==> src/shared/ctsw_consts.vh <==
// constants for the commutation threshold and switch configuration block
`ifndef CTSW_CONSTS_VH
`define CTSW_CONSTS_VH

// ----------------------------------------------------------------------
// register indices (byte address is four times the index)
// ----------------------------------------------------------------------
`define CTSW_IDX_THRESHOLD 6'h33
`define CTSW_IDX_SWITCH_CFG 6'h34
`define CTSW_IDX_STATUS 6'h35
`define CTSW_IDX_CAPTURED 6'h36
`define CTSW_IDX_CAPTURED_ENC 6'h37

// ----------------------------------------------------------------------
// reset values and write masks
// ----------------------------------------------------------------------
`define CTSW_THRESHOLD_RESET 32'h0000_0000
`define CTSW_THRESHOLD_MASK 32'h007F_FF00
`define CTSW_SWITCH_CFG_RESET 32'h0000_0000
`define CTSW_SWITCH_CFG_MASK 32'h0000_7FFF
`define CTSW_THR_LSB 8
`define CTSW_THR_MSB 22

// ----------------------------------------------------------------------
// switch configuration field positions
// ----------------------------------------------------------------------
`define CTSW_SW_STOP_L_EN 0
`define CTSW_SW_STOP_R_EN 1
`define CTSW_SW_POL_L 2
`define CTSW_SW_POL_R 3
`define CTSW_SW_EXCHANGE 4
`define CTSW_SW_LATCH_L_ACT 5
`define CTSW_SW_LATCH_L_INACT 6
`define CTSW_SW_LATCH_R_ACT 7
`define CTSW_SW_LATCH_R_INACT 8
`define CTSW_SW_LATCH_ENC 9
`define CTSW_SW_STALL_HALT 10
`define CTSW_SW_SOFT_STOP 11
`define CTSW_SW_VSTOP_L_EN 12
`define CTSW_SW_VSTOP_R_EN 13
`define CTSW_SW_VSTOP_ENC 14

// ----------------------------------------------------------------------
// status register bits
// ----------------------------------------------------------------------
`define CTSW_ST_AUTO_COMM 0
`define CTSW_ST_STOP 1
`define CTSW_ST_LEFT_ACT 2
`define CTSW_ST_RIGHT_ACT 3
`define CTSW_ST_VSTOP_L 4
`define CTSW_ST_VSTOP_R 5
`define CTSW_ST_LATCH_L 6
`define CTSW_ST_LATCH_R 7

// ----------------------------------------------------------------------
// bus responses
// ----------------------------------------------------------------------
`define CTSW_RESP_OKAY 2'h0
`define CTSW_RESP_SLVERR 2'h2

`endif

==> src/core/ctsw_pin_sync.v <==
// three-stage pin synchroniser with agreement qualification
`timescale 1ns/1ps
`default_nettype none

module ctsw_pin_sync
(
   // clock and reset
   input wire aclk,
   input wire aresetn,
   // pin and stable level
   input wire pin,
   output reg level_q
);

   reg meta_q;
   reg s2_q;
   reg s3_q;

   // level changes only once stages two and three agree
   always @(posedge aclk)
   begin
      if (!aresetn)
      begin
         meta_q <= 1'b0;
         s2_q <= 1'b0;
         s3_q <= 1'b0;
         level_q <= 1'b0;
      end
      else
      begin
         meta_q <= pin;
         s2_q <= meta_q;
         s3_q <= s2_q;
         if (s2_q == s3_q)
         begin
            level_q <= s3_q;
         end
      end
   end

endmodule

`default_nettype wire

==> src/core/ctsw_top.v <==
// commutation threshold and reference switch configuration block
//
// Implementation choice: the AXI4-Lite slave port.
`timescale 1ns/1ps
`default_nettype none
`include "ctsw_consts.vh"

module ctsw_top
#(
   parameter ADDR_W = 8
)
(
   // clock and reset
   input wire aclk,
   input wire aresetn,
   // axi4-lite write address
   input wire [ADDR_W-1:0] s_axi_awaddr,
   input wire [2:0] s_axi_awprot,
   input wire s_axi_awvalid,
   output reg s_axi_awready,
   // axi4-lite write data
   input wire [31:0] s_axi_wdata,
   input wire [3:0] s_axi_wstrb,
   input wire s_axi_wvalid,
   output reg s_axi_wready,
   // axi4-lite write response
   output reg [1:0] s_axi_bresp,
   output reg s_axi_bvalid,
   input wire s_axi_bready,
   // axi4-lite read address
   input wire [ADDR_W-1:0] s_axi_araddr,
   input wire [2:0] s_axi_arprot,
   input wire s_axi_arvalid,
   output reg s_axi_arready,
   // axi4-lite read data
   output reg [31:0] s_axi_rdata,
   output reg [1:0] s_axi_rresp,
   output reg s_axi_rvalid,
   input wire s_axi_rready,
   // motion state from the ramp and commutation logic
   input wire [31:0] actual_velocity,
   input wire [31:0] actual_position,
   input wire [31:0] encoder_position,
   input wire [31:0] commutation_position,
   input wire heavy_load,
   input wire stall_detected,
   input wire [31:0] virtual_limit_left,
   input wire [31:0] virtual_limit_right,
   // reference switch pins
   input wire left_reference_input,
   input wire right_reference_input,
   // commutation outputs
   output reg auto_commutation_q,
   output reg high_velocity_threshold_q,
   output reg actual_position_load_q,
   output reg [31:0] actual_position_wdata_q,
   output reg step_floor_active_q,
   output reg [31:0] step_velocity_floor_q,
   // stop outputs
   output reg stop_request_q,
   output reg soft_stop_q,
   output reg hard_stop_q,
   output reg zero_wait_request_q,
   // captured positions
   output reg [31:0] captured_position_q,
   output reg [31:0] captured_encoder_q
);

   // -------------------------------------------------------------------
   // helpers
   // -------------------------------------------------------------------
   function [31:0] ctsw_merge;
      input [31:0] old_v;
      input [31:0] new_v;
      input [3:0] strb;
      input [31:0] mask;
      integer i;
      reg [31:0] r;
      begin
         r = old_v;
         for (i = 0; i < 4; i = i + 1)
         begin
            if (strb[i])
            begin
               r[i*8 +: 8] = new_v[i*8 +: 8];
            end
         end
         ctsw_merge = r & mask;
      end
   endfunction

   function [5:0] ctsw_index;
      input [ADDR_W-1:0] addr;
      begin
         ctsw_index = addr[7:2];
      end
   endfunction

   // -------------------------------------------------------------------
   // registers
   // -------------------------------------------------------------------
   reg [31:0] threshold_q;
   reg [31:0] switch_cfg_q;
   reg latch_l_flag_q;
   reg latch_r_flag_q;
   reg aw_held_q;
   reg w_held_q;
   reg [ADDR_W-1:0] awaddr_q;
   reg [31:0] wdata_q;
   reg [3:0] wstrb_q;
   reg left_prev_q;
   reg right_prev_q;

   wire left_level;
   wire right_level;
   wire do_write;
   wire [5:0] wr_idx;
   wire [5:0] rd_idx;
   wire clr_l;
   wire clr_r;

   assign do_write = aw_held_q & w_held_q & ~s_axi_bvalid;
   assign wr_idx = ctsw_index(awaddr_q);
   assign rd_idx = ctsw_index(s_axi_araddr);
   // flags clear by writing ones into the low byte of the status word
   assign clr_l = do_write & (wr_idx == `CTSW_IDX_STATUS) &
                  wstrb_q[0] & wdata_q[`CTSW_ST_LATCH_L];
   assign clr_r = do_write & (wr_idx == `CTSW_IDX_STATUS) &
                  wstrb_q[0] & wdata_q[`CTSW_ST_LATCH_R];

   // -------------------------------------------------------------------
   // reference pin synchronisers
   // -------------------------------------------------------------------
   ctsw_pin_sync u_sync_left
   (
      .aclk(aclk),
      .aresetn(aresetn),
      .pin(left_reference_input),
      .level_q(left_level)
   );

   ctsw_pin_sync u_sync_right
   (
      .aclk(aclk),
      .aresetn(aresetn),
      .pin(right_reference_input),
      .level_q(right_level)
   );

   // -------------------------------------------------------------------
   // threshold comparison
   // -------------------------------------------------------------------
   wire [14:0] thr;
   wire [31:0] vel_mag;
   wire thr_reached;
   wire comm_on;

   assign thr = threshold_q[`CTSW_THR_MSB:`CTSW_THR_LSB];
   assign vel_mag = actual_velocity[31] ? (~actual_velocity + 32'h1)
                                        : actual_velocity;
   // low eight bits of the magnitude take no part
   assign thr_reached = (vel_mag[31:23] != 9'h000) |
                        (vel_mag[22:8] >= thr);
   assign comm_on = (thr != 15'h0000) & thr_reached;

   // -------------------------------------------------------------------
   // switch decode
   // -------------------------------------------------------------------
   wire exch;
   wire left_raw;
   wire right_raw;
   wire left_act;
   wire right_act;
   wire signed [31:0] vs_pos;
   wire vstop_l;
   wire vstop_r;
   wire moving_neg;
   wire moving_pos;
   wire stop_cond;
   wire right_rise;
   wire right_fall;
   wire left_rise;
   wire left_fall;
   wire latch_r_evt;
   wire latch_l_evt;

   assign exch = switch_cfg_q[`CTSW_SW_EXCHANGE];
   assign left_raw = exch ? right_level : left_level;
   assign right_raw = exch ? left_level : right_level;
   // polarity bit set means the switch is active low
   assign left_act = left_raw ^ switch_cfg_q[`CTSW_SW_POL_L];
   assign right_act = right_raw ^ switch_cfg_q[`CTSW_SW_POL_R];
   assign vs_pos = switch_cfg_q[`CTSW_SW_VSTOP_ENC] ? encoder_position
                                                    : actual_position;
   assign vstop_l = vs_pos <= $signed(virtual_limit_left);
   assign vstop_r = vs_pos >= $signed(virtual_limit_right);
   assign moving_neg = actual_velocity[31];
   assign moving_pos = ~actual_velocity[31] & (actual_velocity != 32'h0);
   assign stop_cond =
      (moving_neg & ((switch_cfg_q[`CTSW_SW_STOP_L_EN] & left_act) |
                     (switch_cfg_q[`CTSW_SW_VSTOP_L_EN] & vstop_l))) |
      (moving_pos & ((switch_cfg_q[`CTSW_SW_STOP_R_EN] & right_act) |
                     (switch_cfg_q[`CTSW_SW_VSTOP_R_EN] & vstop_r))) |
      (switch_cfg_q[`CTSW_SW_STALL_HALT] & stall_detected);

   assign right_rise = right_act & ~right_prev_q;
   assign right_fall = ~right_act & right_prev_q;
   assign left_rise = left_act & ~left_prev_q;
   assign left_fall = ~left_act & left_prev_q;
   assign latch_r_evt = (switch_cfg_q[`CTSW_SW_LATCH_R_ACT] & right_rise) |
                        (switch_cfg_q[`CTSW_SW_LATCH_R_INACT] & right_fall);
   assign latch_l_evt = (switch_cfg_q[`CTSW_SW_LATCH_L_ACT] & left_rise) |
                        (switch_cfg_q[`CTSW_SW_LATCH_L_INACT] & left_fall);

   // -------------------------------------------------------------------
   // motion outputs
   // -------------------------------------------------------------------
   always @(posedge aclk)
   begin
      if (!aresetn)
      begin
         auto_commutation_q <= 1'b0;
         high_velocity_threshold_q <= 1'b0;
         actual_position_load_q <= 1'b0;
         actual_position_wdata_q <= 32'h0000_0000;
         step_floor_active_q <= 1'b0;
         step_velocity_floor_q <= 32'h0000_0000;
         stop_request_q <= 1'b0;
         soft_stop_q <= 1'b0;
         hard_stop_q <= 1'b0;
         zero_wait_request_q <= 1'b0;
         captured_position_q <= 32'h0000_0000;
         captured_encoder_q <= 32'h0000_0000;
         left_prev_q <= 1'b0;
         right_prev_q <= 1'b0;
         latch_l_flag_q <= 1'b0;
         latch_r_flag_q <= 1'b0;
      end
      else
      begin
         auto_commutation_q <= comm_on;
         high_velocity_threshold_q <= comm_on;
         actual_position_load_q <= comm_on;
         actual_position_wdata_q <= comm_on ? commutation_position
                                            : 32'h0000_0000;
         step_floor_active_q <= comm_on & heavy_load;
         step_velocity_floor_q <= (comm_on & heavy_load) ?
                                  {9'h000, thr, 8'h00} : 32'h0000_0000;
         stop_request_q <= stop_cond;
         soft_stop_q <= stop_cond & switch_cfg_q[`CTSW_SW_SOFT_STOP];
         hard_stop_q <= stop_cond & ~switch_cfg_q[`CTSW_SW_SOFT_STOP];
         zero_wait_request_q <= stop_cond;
         left_prev_q <= left_act;
         right_prev_q <= right_act;
         if (latch_r_evt | latch_l_evt)
         begin
            captured_position_q <= actual_position;
            if (switch_cfg_q[`CTSW_SW_LATCH_ENC])
            begin
               captured_encoder_q <= encoder_position;
            end
         end
         // a new event wins over a clear in the same cycle
         latch_l_flag_q <= latch_l_evt | (latch_l_flag_q & ~clr_l);
         latch_r_flag_q <= latch_r_evt | (latch_r_flag_q & ~clr_r);
      end
   end

   // -------------------------------------------------------------------
   // axi4-lite write channel
   // -------------------------------------------------------------------
   always @(posedge aclk)
   begin
      if (!aresetn)
      begin
         s_axi_awready <= 1'b0;
         s_axi_wready <= 1'b0;
         s_axi_bvalid <= 1'b0;
         s_axi_bresp <= `CTSW_RESP_OKAY;
         aw_held_q <= 1'b0;
         w_held_q <= 1'b0;
         awaddr_q <= {ADDR_W{1'b0}};
         wdata_q <= 32'h0000_0000;
         wstrb_q <= 4'h0;
         threshold_q <= `CTSW_THRESHOLD_RESET;
         switch_cfg_q <= `CTSW_SWITCH_CFG_RESET;
      end
      else
      begin
         if (!aw_held_q & !s_axi_bvalid & !s_axi_awready)
         begin
            s_axi_awready <= 1'b1;
         end
         if (!w_held_q & !s_axi_bvalid & !s_axi_wready)
         begin
            s_axi_wready <= 1'b1;
         end
         if (s_axi_awvalid & s_axi_awready)
         begin
            aw_held_q <= 1'b1;
            awaddr_q <= s_axi_awaddr;
            s_axi_awready <= 1'b0;
         end
         if (s_axi_wvalid & s_axi_wready)
         begin
            w_held_q <= 1'b1;
            wdata_q <= s_axi_wdata;
            wstrb_q <= s_axi_wstrb;
            s_axi_wready <= 1'b0;
         end
         if (do_write)
         begin
            aw_held_q <= 1'b0;
            w_held_q <= 1'b0;
            s_axi_bvalid <= 1'b1;
            s_axi_bresp <= `CTSW_RESP_OKAY;
            case (wr_idx)
               `CTSW_IDX_THRESHOLD:
                  threshold_q <= ctsw_merge(threshold_q, wdata_q, wstrb_q,
                                            `CTSW_THRESHOLD_MASK);
               `CTSW_IDX_SWITCH_CFG:
                  switch_cfg_q <= ctsw_merge(switch_cfg_q, wdata_q, wstrb_q,
                                             `CTSW_SWITCH_CFG_MASK);
               `CTSW_IDX_STATUS:
                  s_axi_bresp <= `CTSW_RESP_OKAY;
               `CTSW_IDX_CAPTURED:
                  s_axi_bresp <= `CTSW_RESP_OKAY;
               `CTSW_IDX_CAPTURED_ENC:
                  s_axi_bresp <= `CTSW_RESP_OKAY;
               default:
                  s_axi_bresp <= `CTSW_RESP_SLVERR;
            endcase
         end
         if (s_axi_bvalid & s_axi_bready)
         begin
            s_axi_bvalid <= 1'b0;
         end
      end
   end

   // -------------------------------------------------------------------
   // axi4-lite read channel
   // -------------------------------------------------------------------
   reg [31:0] rd_val;
   reg rd_hit;

   always @*
   begin
      rd_val = 32'h0000_0000;
      rd_hit = 1'b1;
      case (rd_idx)
         `CTSW_IDX_THRESHOLD:
            rd_val = threshold_q & `CTSW_THRESHOLD_MASK;
         `CTSW_IDX_SWITCH_CFG:
            rd_val = switch_cfg_q;
         `CTSW_IDX_STATUS:
         begin
            rd_val[`CTSW_ST_AUTO_COMM] = auto_commutation_q;
            rd_val[`CTSW_ST_STOP] = stop_request_q;
            rd_val[`CTSW_ST_LEFT_ACT] = left_act;
            rd_val[`CTSW_ST_RIGHT_ACT] = right_act;
            rd_val[`CTSW_ST_VSTOP_L] = vstop_l;
            rd_val[`CTSW_ST_VSTOP_R] = vstop_r;
            rd_val[`CTSW_ST_LATCH_L] = latch_l_flag_q;
            rd_val[`CTSW_ST_LATCH_R] = latch_r_flag_q;
         end
         `CTSW_IDX_CAPTURED:
            rd_val = captured_position_q;
         `CTSW_IDX_CAPTURED_ENC:
            rd_val = captured_encoder_q;
         default:
            rd_hit = 1'b0;
      endcase
   end

   always @(posedge aclk)
   begin
      if (!aresetn)
      begin
         s_axi_arready <= 1'b0;
         s_axi_rvalid <= 1'b0;
         s_axi_rdata <= 32'h0000_0000;
         s_axi_rresp <= `CTSW_RESP_OKAY;
      end
      else
      begin
         if (!s_axi_rvalid & !s_axi_arready)
         begin
            s_axi_arready <= 1'b1;
         end
         if (s_axi_arvalid & s_axi_arready)
         begin
            s_axi_arready <= 1'b0;
            s_axi_rvalid <= 1'b1;
            s_axi_rdata <= rd_val;
            s_axi_rresp <= rd_hit ? `CTSW_RESP_OKAY : `CTSW_RESP_SLVERR;
         end
         if (s_axi_rvalid & s_axi_rready)
         begin
            s_axi_rvalid <= 1'b0;
         end
      end
   end

endmodule

`default_nettype wire

==> config.mk <==
export PLATFORM = sky130hd
export DESIGN_NAME = ctsw_top
export DESIGN_NICKNAME = d
export VERILOG_FILES = /design/src/core/ctsw_pin_sync.v /design/src/core/ctsw_top.v
export VERILOG_INCLUDE_DIRS = /design/src /design/src/shared
export SDC_FILE = /design/constraint.sdc
export NUM_CORES = 1
export LEC_CHECK = 0
export BUFFER_PORTS_ARGS = -buffer_cell sky130_fd_sc_hd__buf_2
export CORE_MARGIN = 8
export CORE_UTILIZATION = 28
export CTS_BUF_LIST = sky130_fd_sc_hd__clkbuf_8
export CTS_CLUSTER_SIZE = 30
export DETAILED_ROUTE_END_ITERATION = 12
export GPL_ROUTABILITY_DRIVEN = 1
export PLACE_DENSITY = 0.59
export SYNTH_ARGS = -nofsm -noshare
export SYNTH_HDL_FRONTEND = slang
export SYNTH_HIERARCHICAL = 1
export SYNTH_SLANG_ARGS = --single-unit
==> constraint.sdc <==
create_clock -name aclk -period 4.21 [get_ports aclk]
set_input_delay 0.421 -clock aclk [delete_from_list [all_inputs] [get_ports aclk]]
set_output_delay 0.421 -clock aclk [all_outputs]
set_load 0.005 [all_outputs]
==> results of run 1 <==
## cells by family (layout without fill, tap and decap cells)
group	Yosys count	in the layout	synth area share
adders and majority gates	79	79	0.08728
AOI/OAI and AO/OA	252	252	0.1416
buffers and inverters	181	601	0.06916
muxes	100	100	0.09225
other	1	25	0.0003311
DFF	231	231	0.4084
and+or+nand+nor	439	439	0.1863
xor gates and xnor gates	19	19	0.01469
## stage by stage
step           hold slack, ns  total power [mW]  setup slack [ns]  cell area, µm²
2_1_floorplan          0.4118             2.560            0.8979           11390
3_3_place_gp           0.4203             2.778            0.5340           13850
3_5_place_dp           0.4212             2.794            0.4481           13850
4_1_cts             0.0001096             5.061            0.4075           14840
5_1_grt              0.003287             5.222            0.2616           14850
6_report              0.05515             4.984            0.4653           14850
## layout make-up
type / instances / area (µm²)
Fill cell: 4142 / 24970
Multi-Input combinational cell: 908 / 6041
Sequential cell: 231 / 4626
Timing Repair Buffer: 435 / 2300
Clock buffer: 51 / 701.9
Tap cell: 525 / 656.9
Inverter: 93 / 351.6
Clock inverter: 22 / 162.7
Antenna cell: 6 / 15.01
## sequential cells by signal, indices dropped and copies added (netlist names), 3 cells and up
register and flops:
awaddr_q 6, threshold_q 15, captured_encoder_q 32, step_velocity_floor_q 15, switch_cfg_q 15, captured_position_q 32
s_axi_rdata 32, actual_position_wdata_q 32, wstrb_q 3, wdata_q 23
## cells in the mapped netlist, types with 4 or more instances
cell type and count:
mux2i_1 65, and4_1 16, xnor2_1 17, ha_1 79, and2_1 9, nor3_1 17, nand2_1 199, dfxtp_1 231
buf_2 5, nand3b_1 5, o21ai_0 40, nand2b_1 5, buf_4 22, a21o_1 14, nand4_1 19, o31ai_1 5
and3_1 35, a222oi_1 20, nand3_1 21, a22o_1 6, nor2_1 81, nor4_1 9, a22oi_1 13, a21oi_1 115
or3_1 5, a21boi_0 4, inv_1 93, clkbuf_1 58, mux2_2 35
## power by group through the flow
stage / logic [mW] / registers [mW] / clock network (mW)
after floorplan: 0.288 / 2.27 / 0
after global placement: 0.500 / 2.28 / 0
after detailed placement: 0.515 / 2.28 / 0
after CTS: 0.528 / 2.23 / 2.30
after global routing: 0.590 / 2.23 / 2.40
final: 0.527 / 2.23 / 2.23
## repair_timing
action / CTS / global route
hold buffers: 12 / 0
hold endpoints to repair: 12 / 0
gates resized for setup: 0 / 0
## critical path, stage by stage (launching register included)
cell      delay [ns]
dfxtp_2         0.53
buf_4           0.21
mux2_2          0.37
ha_1            0.33
a21oi_1         0.14
o21ai_0         0.13
a221o_1         0.33
a211oi_1        0.48
nor3_1          0.12
a21o_1          0.18
o32ai_1         0.63
and2_1          0.21
## final timing paths
| kind | from | endpoint | slack [ns] | cells after the start |
|---|---|---|---|---|
| max | switch_cfg_q[14] | soft_stop_q | 0.47 | 11 |
| min | right_reference_input | u_sync_right/meta_q | 0.06 | 2 |
| max reg2reg | switch_cfg_q[14] | soft_stop_q | 0.47 | 11 |
| min reg2reg | u_sync_left/meta_q | u_sync_left/s2_q | 0.43 | 1 |
## metal layers
metal | part of all wire | vias to the layer above | routed length (µm)
met5 | 0.00070 | - | 33
met4 | 0.035 | 6 | 1670
met3 | 0.082 | 102 | 3882
met2 | 0.47 | 449 | 22390
met1 | 0.41 | 5158 | 19490
li1 | - | 5356 | -
==> results.py, run 1 <==
metrics = {
    "synth": {
        "synth_top_area_frac": 0.4084,
        "avgSynthCellArea_um2": 8.698,
        "ys.flop_type": "dfxtp_1",
        "syn-cell-area_mm2": 0.01132,
        "yosys_warnings": 6,
        "ys_seq_elements": 231,
        "yosys.area.top_type": "dfxtp_1",
        "synth.distinct_cells": 66,
        "async_flop_share": 0,
        "synth_area_leaders": "dfxtp_1 41%, ha_1 8.7%, nand2_1 6.6%",
        "synthCells": 1302,
        "synth_edf_count": 0,
        "synth_seq_area_share": 0.4084,
    },
    "setup_path": {
        "start_kind": "flip-flop",
        "cp_max_fo": 11,
        "required_ns": 4.75,
        "end_kind": "flip-flop",
        "critical_path_class": "flip-flop to flip-flop",
        "arrival_ns": 4.28,
    },
    "floorplan": {
        "core-area_mm2": 0.03982,
        "fp.dieArea_mm2": 0.04714,
        "die_w_um": 217.1,
        "initial_utilization": 0.2844,
        "ios": 438,
        "rows": 73,
        "die_y_um": 217.1,
    },
    "timing": {
        "rsz0062_at_grt": "no",
        "tightest_slew_ns": 1.197,
        "skew_ns": 0.01803,
        "finalHoldViolCount": 0,
        "final-setup-viol-count": 0,
        "maxSlewViolCount": 0,
        "setup_tns_ns": 0,
        "period_minus_slack_ns": 3.745,
        "fin_crit_sh": 0.8895,
        "max_slew_margin": 0.1975,
        "max_freq_ghz": 0.2670,
    },
    "grt": {
        "grt.met3_usage": 0.06144,
        "grt_pass1_vias": 11380,
        "grt.busiest_layer": "met2",
        "antenna_found_initial": 9,
        "grt_use_met1": 0.2268,
        "track_usage": 0.1916,
        "grt-ovfl-total": 0,
        "grt_pass1_wl_um": 69210,
        "grt_max_degree": 74,
        "grtUsageMet2": 0.3140,
    },
    "layout": {
        "final_cell_mix": "398 x buf_2, 230 x dfxtp_1, 199 x nand2_1",
        "finalNonFillerCells": 2271,
        "utilization": 0.3730,
        "syn_to_final_growth_pct": 31.17,
        "final_common_cell": "buf_2",
        "drive_gt1_frac": 0.3121,
        "fin_nets": 2052,
    },
    "route": {
        "antenna_left": 0,
        "first_pass_iters": 5,
        "drc": 0,
        "detail_route.wl_per_cell_um": 20.90,
        "vias": 11070,
        "drtIter0Drc": 887,
        "totalWireLength_um": 47460,
        "avgViaCountPerCell": 4.875,
    },
    "clock_network": {
        "cts_tree": "built",
        "clockRootBuffer": "clkbuf_8",
        "clock_path_buffers": 3,
        "numClockSinks": 231,
        "htree_levels": 2,
        "cts_setup_buffers": 0,
        "clk_latency_ns": 0.60,
        "cts_made_buffers": 43,
        "clk_pin_slew_ns": 0.06,
    },
    "run_status": {
        "status": "completed",
    },
    "pwr": {
        "leakage_nw": 7.431,
        "swShare": 0.2637,
        "power_frac_seq": 0.448,
        "p_per_area_mw_per_mm2": 335.6,
        "p_sw_mw": 1.315,
        "intPower_mw": 3.670,
        "p_comb_frac": 0.106,
        "p_clk_frac": 0.447,
        "max-vdd-ir-drop_mv": 0.1397,
    },
    "placed_design": {
        "dpl.hpwl_um": 37390,
        "placed_cells": 2180,
        "port_buffers": 398,
        "gp_congestion": 0.9006,
    },
    "run": {
        "drv_cap": 0,
    },
    "worst_hold_path": {
        "worstHoldPathType": "input port to flip-flop",
    },
}
(Power assumes the default switching activity.)
==> run 2, diff against run 1 <==
--- a/config.mk
+++ b/config.mk
@@ -7,6 +7,7 @@
 export NUM_CORES = 1
 export LEC_CHECK = 0
 export BUFFER_PORTS_ARGS = -buffer_cell sky130_fd_sc_hd__buf_2
+export CORE_ASPECT_RATIO = 1.1
 export CORE_MARGIN = 8
 export CORE_UTILIZATION = 28
 export CTS_BUF_LIST = sky130_fd_sc_hd__clkbuf_8
==> results.py, run 2 (synthesized netlist as in run 1, its figures left out) <==
metrics = {
    "run_status": {
        "status": "completed",
    },
    "route": {
        "antenna_left": 0,
        "totalWireLength_um": 45880,
        "top_layer": "met5",
        "drc": 0,
        "avgViaCountPerCell": 4.884,
        "wl_met1_um": 19750,
        "drtIter0Drc": 531,
        "wl_met2_um": 21770,
        "vias": 10960,
        "detail_route.wl_per_cell_um": 20.45,
        "first_pass_iters": 5,
        "route.met3.wl_um": 3034,
    },
    "clock_network": {
        "clk_latency_ns": 0.58,
        "clockRootBuffer": "clkbuf_8",
        "cts_tree": "built",
        "cts_made_buffers": 42,
        "numClockSinks": 231,
        "htree_levels": 2,
        "clk_pin_slew_ns": 0.06,
        "clock_path_buffers": 3,
    },
    "setup_path": {
        "start_kind": "flip-flop",
        "crit_chain": "buf_4, mux2_2, ha_1, nand4_1, or4_1, o21ai_0, nor3_1, a21o_1, o32ai_2, nor2b_1",
        "cp_max_fo": 18,
        "max_stage_delay_ns": 0.68,
        "critical_path_class": "flip-flop to flip-flop",
        "crit_slowest_cell": "dfxtp_2",
        "cp.buffers_inverters": 1,
        "required_ns": 4.71,
        "arrival_ns": 4.20,
        "crit_family": "simple AND/OR/NAND/NOR gates",
        "end_kind": "flip-flop",
    },
    "pwr": {
        "p_comb_frac": 0.099,
        "swShare": 0.2523,
        "power_frac_seq": 0.434,
        "max-vdd-ir-drop_mv": 0.1596,
        "intPower_mw": 3.848,
        "p_sw_mw": 1.299,
        "p_clk_frac": 0.467,
        "leakage_nw": 7.405,
        "p_per_area_mw_per_mm2": 347.8,
    },
    "placed_design": {
        "gp_congestion": 0.8709,
        "port_buffers": 398,
        "dpl.hpwl_um": 36190,
        "post_dp_cell_area_mm2": 0.01382,
    },
    "layout": {
        "drive_gt1_frac": 0.3134,
        "final_cell_mix": "398 x buf_2, 230 x dfxtp_1, 199 x nand2_1",
        "n_fill_cell": 4198,
        "stdcell_area_mm2": 0.01480,
        "fin_nets": 2038,
        "syn_to_final_growth_pct": 30.68,
        "final_common_cell": "buf_2",
        "utilization": 0.3693,
    },
    "grt": {
        "grt_pass1_wl_um": 67670,
        "antenna_found_initial": 4,
        "track_usage": 0.1850,
        "grt_pass1_vias": 11340,
        "grt_max_degree": 91,
        "grt-ovfl-total": 0,
    },
    "timing": {
        "final-setup-viol-count": 0,
        "fin_crit_sh": 0.8782,
        "tightest_slew_ns": 1.137,
        "skew_ns": 0.03042,
        "period_minus_slack_ns": 3.697,
        "rsz0062_at_grt": "no",
        "finalHoldViolCount": 0,
        "max_slew_margin": 0.2404,
        "maxSlewViolCount": 0,
        "max_freq_ghz": 0.2705,
        "setup_tns_ns": 0,
    },
    "floorplan": {
        "initial_utilization": 0.2826,
        "fp.dieArea_mm2": 0.04714,
        "core-area_mm2": 0.04008,
        "die_y_um": 226.9,
        "ios": 438,
        "rows": 77,
        "die_w_um": 207.8,
    },
    "worst_hold_path": {
        "worstHoldPathType": "input port to flip-flop",
    },
    "run": {
        "drv_cap": 0,
    },
}
[run 2: power groups by stage]
stage               Clock [mW]  Sequential, mW  Combinational, mW
floorplan                    0            2.27              0.288
global placement             0            2.28              0.495
detailed placement           0            2.28              0.510
CTS                       2.49            2.23              0.514
global route              2.58            2.24              0.574
finish                    2.40            2.23              0.512
[run 2: path summary, 6_finish.rpt]
check | start | endpoint | slack (ns) | cells after the start
max | switch_cfg_q[14] | hard_stop_q | 0.51 | 10
min | commutation_position[7] | actual_position_wdata_q[7] | 0.08 | 2
max reg2reg | switch_cfg_q[14] | hard_stop_q | 0.51 | 10
min reg2reg | u_sync_left/meta_q | u_sync_left/s2_q | 0.43 | 1
[run 2: stage by stage]
step                setup WS (ns)  hold WS [ns]  power (mW)  instances
global route               0.2899       0.04513       5.387       2241
global placement           0.2984        0.4156       2.775       2165
detailed placement         0.2535        0.4183       2.791       2165
floorplan                  0.8979        0.4118       2.560       1320
finish                     0.5128       0.07981       5.147       2244
CTS                        0.2440       0.01715       5.238       2239
[run 2: final cells by class]
class	instances	area, µm²	share of cell area
Multi-Input combinational cell	908	6048	0.4087
Tap cell	513	641.9	0.04337
Timing Repair Buffer	422	2177	0.1471
Clock buffer	51	701.9	0.04743
Clock inverter	21	240.2	0.01623
Inverter	93	351.6	0.02376
Antenna cell	5	12.51	0.0008455
Sequential cell	231	4626	0.3126
[run 2: routing by layer]
| layer | GRT usage | vias up |
|---|---|---|
| li1 | - | 5326 |
| met1 | 0.2226 | 5132 |
| met2 | 0.3212 | 421 |
| met3 | 0.04562 | 79 |
| met4 | 0.06253 | 2 |
| met5 | 0 | - |
[run 2: repair_timing]
action / in CTS / in global routing
endpoints found under the hold margin: 2 / 0
endpoints found under the setup margin: 0 / 1
resized for setup: 0 / 1
buffers inserted: 0 / 0
hold buffers: 2 / 0
==> run 3, diff against run 2 <==
--- a/config.mk
+++ b/config.mk
@@ -6,9 +6,9 @@
 export SDC_FILE = /design/constraint.sdc
 export NUM_CORES = 1
 export LEC_CHECK = 0
-export BUFFER_PORTS_ARGS = -buffer_cell sky130_fd_sc_hd__buf_2
+export BUFFER_PORTS_ARGS = -buffer_cell sky130_fd_sc_hd__clkbuf_2
 export CORE_ASPECT_RATIO = 1.1
-export CORE_MARGIN = 8
+export CORE_MARGIN = 3
 export CORE_UTILIZATION = 28
 export CTS_BUF_LIST = sky130_fd_sc_hd__clkbuf_8
 export CTS_CLUSTER_SIZE = 30
==> results.py, run 3 (synthesized netlist as in run 1, its figures left out) <==
metrics = {
    "setup_path": {
        "r2r_end": "soft_stop_q",
        "required_ns": 4.75,
        "max_stage_delay_ns": 0.56,
        "start_kind": "flip-flop",
        "end_kind": "flip-flop",
        "reg2reg_from": "switch_cfg_q[14]",
        "crit_path_end": "soft_stop_q",
        "critical_path_class": "flip-flop to flip-flop",
        "crit_chain": "buf_4, mux2_2, ha_1, a21oi_1, o21ai_0, a221o_1, a211oi_1, nor3_1, a21o_1, o32ai_1, and2_1",
        "worstSetupStartpoint": "switch_cfg_q[14]",
        "rrSetupSlack_ns": 0.52,
        "ff2ff_path_depth": 11,
        "arrival_ns": 4.23,
        "crit_slowest_cell": "o32ai_1",
        "cp_max_fo": 13,
    },
    "placed_design": {
        "dpl.hpwl_um": 34510,
        "placed_cells": 2159,
        "port_buffers": 398,
        "gp_congestion": 0.8857,
    },
    "layout": {
        "finalNonFillerCells": 2267,
        "utilization": 0.3808,
        "drive_gt1_frac": 0.3094,
        "final_common_cell": "clkbuf_2",
        "final_cell_mix": "398 x clkbuf_2, 230 x dfxtp_1, 199 x nand2_1",
        "fin_nets": 2068,
        "syn_to_final_growth_pct": 33.00,
    },
    "pwr": {
        "p_per_area_mw_per_mm2": 337.2,
        "max-vdd-ir-drop_mv": 0.1525,
        "leakage_nw": 7.410,
        "power_mw": 5.079,
    },
    "timing": {
        "tightest_slew_ns": 0.9725,
        "period_minus_slack_ns": 3.694,
        "skew_ns": 0.01378,
        "finalHoldViolCount": 0,
        "rsz0062_at_grt": "no",
        "setup_tns_ns": 0,
        "max_freq_ghz": 0.2707,
        "final-setup-viol-count": 0,
        "max_slew_margin": 0.3517,
        "maxSlewViolCount": 0,
        "fin_crit_sh": 0.8774,
        "whs_ns": 0.05430,
    },
    "clock_network": {
        "htree_levels": 2,
        "cts_tree": "built",
        "cts_made_buffers": 42,
        "clock_path_buffers": 3,
        "clockRootBuffer": "clkbuf_8",
        "clk_latency_ns": 0.60,
        "cts_setup_buffers": 0,
        "ctsResizeCount": 0,
        "hold_buffers": 32,
        "numClockSinks": 231,
        "clk_pin_slew_ns": 0.06,
    },
    "route": {
        "first_pass_iters": 5,
        "drtIter0Drc": 527,
        "detail_route.wl_per_cell_um": 19.70,
        "totalWireLength_um": 44670,
        "avgViaCountPerCell": 4.864,
        "antenna_left": 0,
        "drc": 0,
        "vias": 11030,
    },
    "floorplan": {
        "die_w_um": 197.8,
        "fp.dieArea_mm2": 0.04290,
        "ios": 438,
        "die_y_um": 216.9,
        "core-area_mm2": 0.03956,
        "rows": 76,
        "initial_utilization": 0.2863,
    },
    "run_status": {
        "status": "completed",
    },
    "grt": {
        "antenna_found_initial": 2,
        "track_usage": 0.2008,
        "grt_max_degree": 50,
        "grt_pass1_vias": 11090,
        "grt-ovfl-total": 0,
        "grt_pass1_wl_um": 65430,
    },
    "worst_hold_path": {
        "worstHoldPathType": "input port to flip-flop",
    },
    "run": {
        "drv_cap": 0,
    },
}
-- run 3: worst min-delay path by stage --
stage                     cells after the start                      from                           to
final                                         3      encoder_position[12]       captured_encoder_q[12]
after global routing                          3            s_axi_wstrb[1]                   wstrb_q[1]
after CTS                                     2  commutation_position[28]  actual_position_wdata_q[28]
after detailed placement                      1        u_sync_left/meta_q             u_sync_left/s2_q
after global placement                        1       u_sync_right/meta_q            u_sync_right/s2_q
after floorplan                               1        u_sync_left/meta_q             u_sync_left/s2_q
-- run 3: stage by stage --
stage,setup WS (ns),cell area (µm²)
3_5_place_dp,0.5096,13820
6_report,0.5163,15060
2_1_floorplan,0.8979,11390
5_1_grt,0.2728,15060
3_3_place_gp,0.5516,13820
4_1_cts,0.5034,15060
-- run 3: where the power goes --
| group | internal, mW | switching (mW) |
|---|---|---|
| clock | 1.29 | 1.02 |
| combinational | 0.242 | 0.298 |
| sequential | 2.21 | 0.0203 |
-- run 3: worst max-delay path: cells and delay by family, from the launching register on --
kind                     cells  cell delay, ns
buffers and inverters        1            0.26
AND/OR/NAND/NOR              2            0.35
flip-flops                   1            0.52
adder cells (fa/ha/maj)      1            0.19
AO/OA/AOI/OAI                6            1.91
multiplexers                 1            0.40
-- run 3: cell type report --
type / instances / area, µm²
Tap cell: 507 / 634.4
Multi-Input combinational cell: 908 / 6041
Timing Repair Buffer: 452 / 2490
Inverter: 93 / 351.6
Fill cell: 4062 / 24500
Clock buffer: 54 / 743.2
Antenna cell: 2 / 5.005
Sequential cell: 231 / 4626
Clock inverter: 20 / 171.4
-- run 3: routing by layer --
metal	wire length (µm)	vias to the layer above	GRT usage
met2	21400	460	0.3486
li1	-	5381	-
met4	1622	0	0.07527
met5	0	-	0
met1	18510	5089	0.2434
met3	3126	96	0.04273
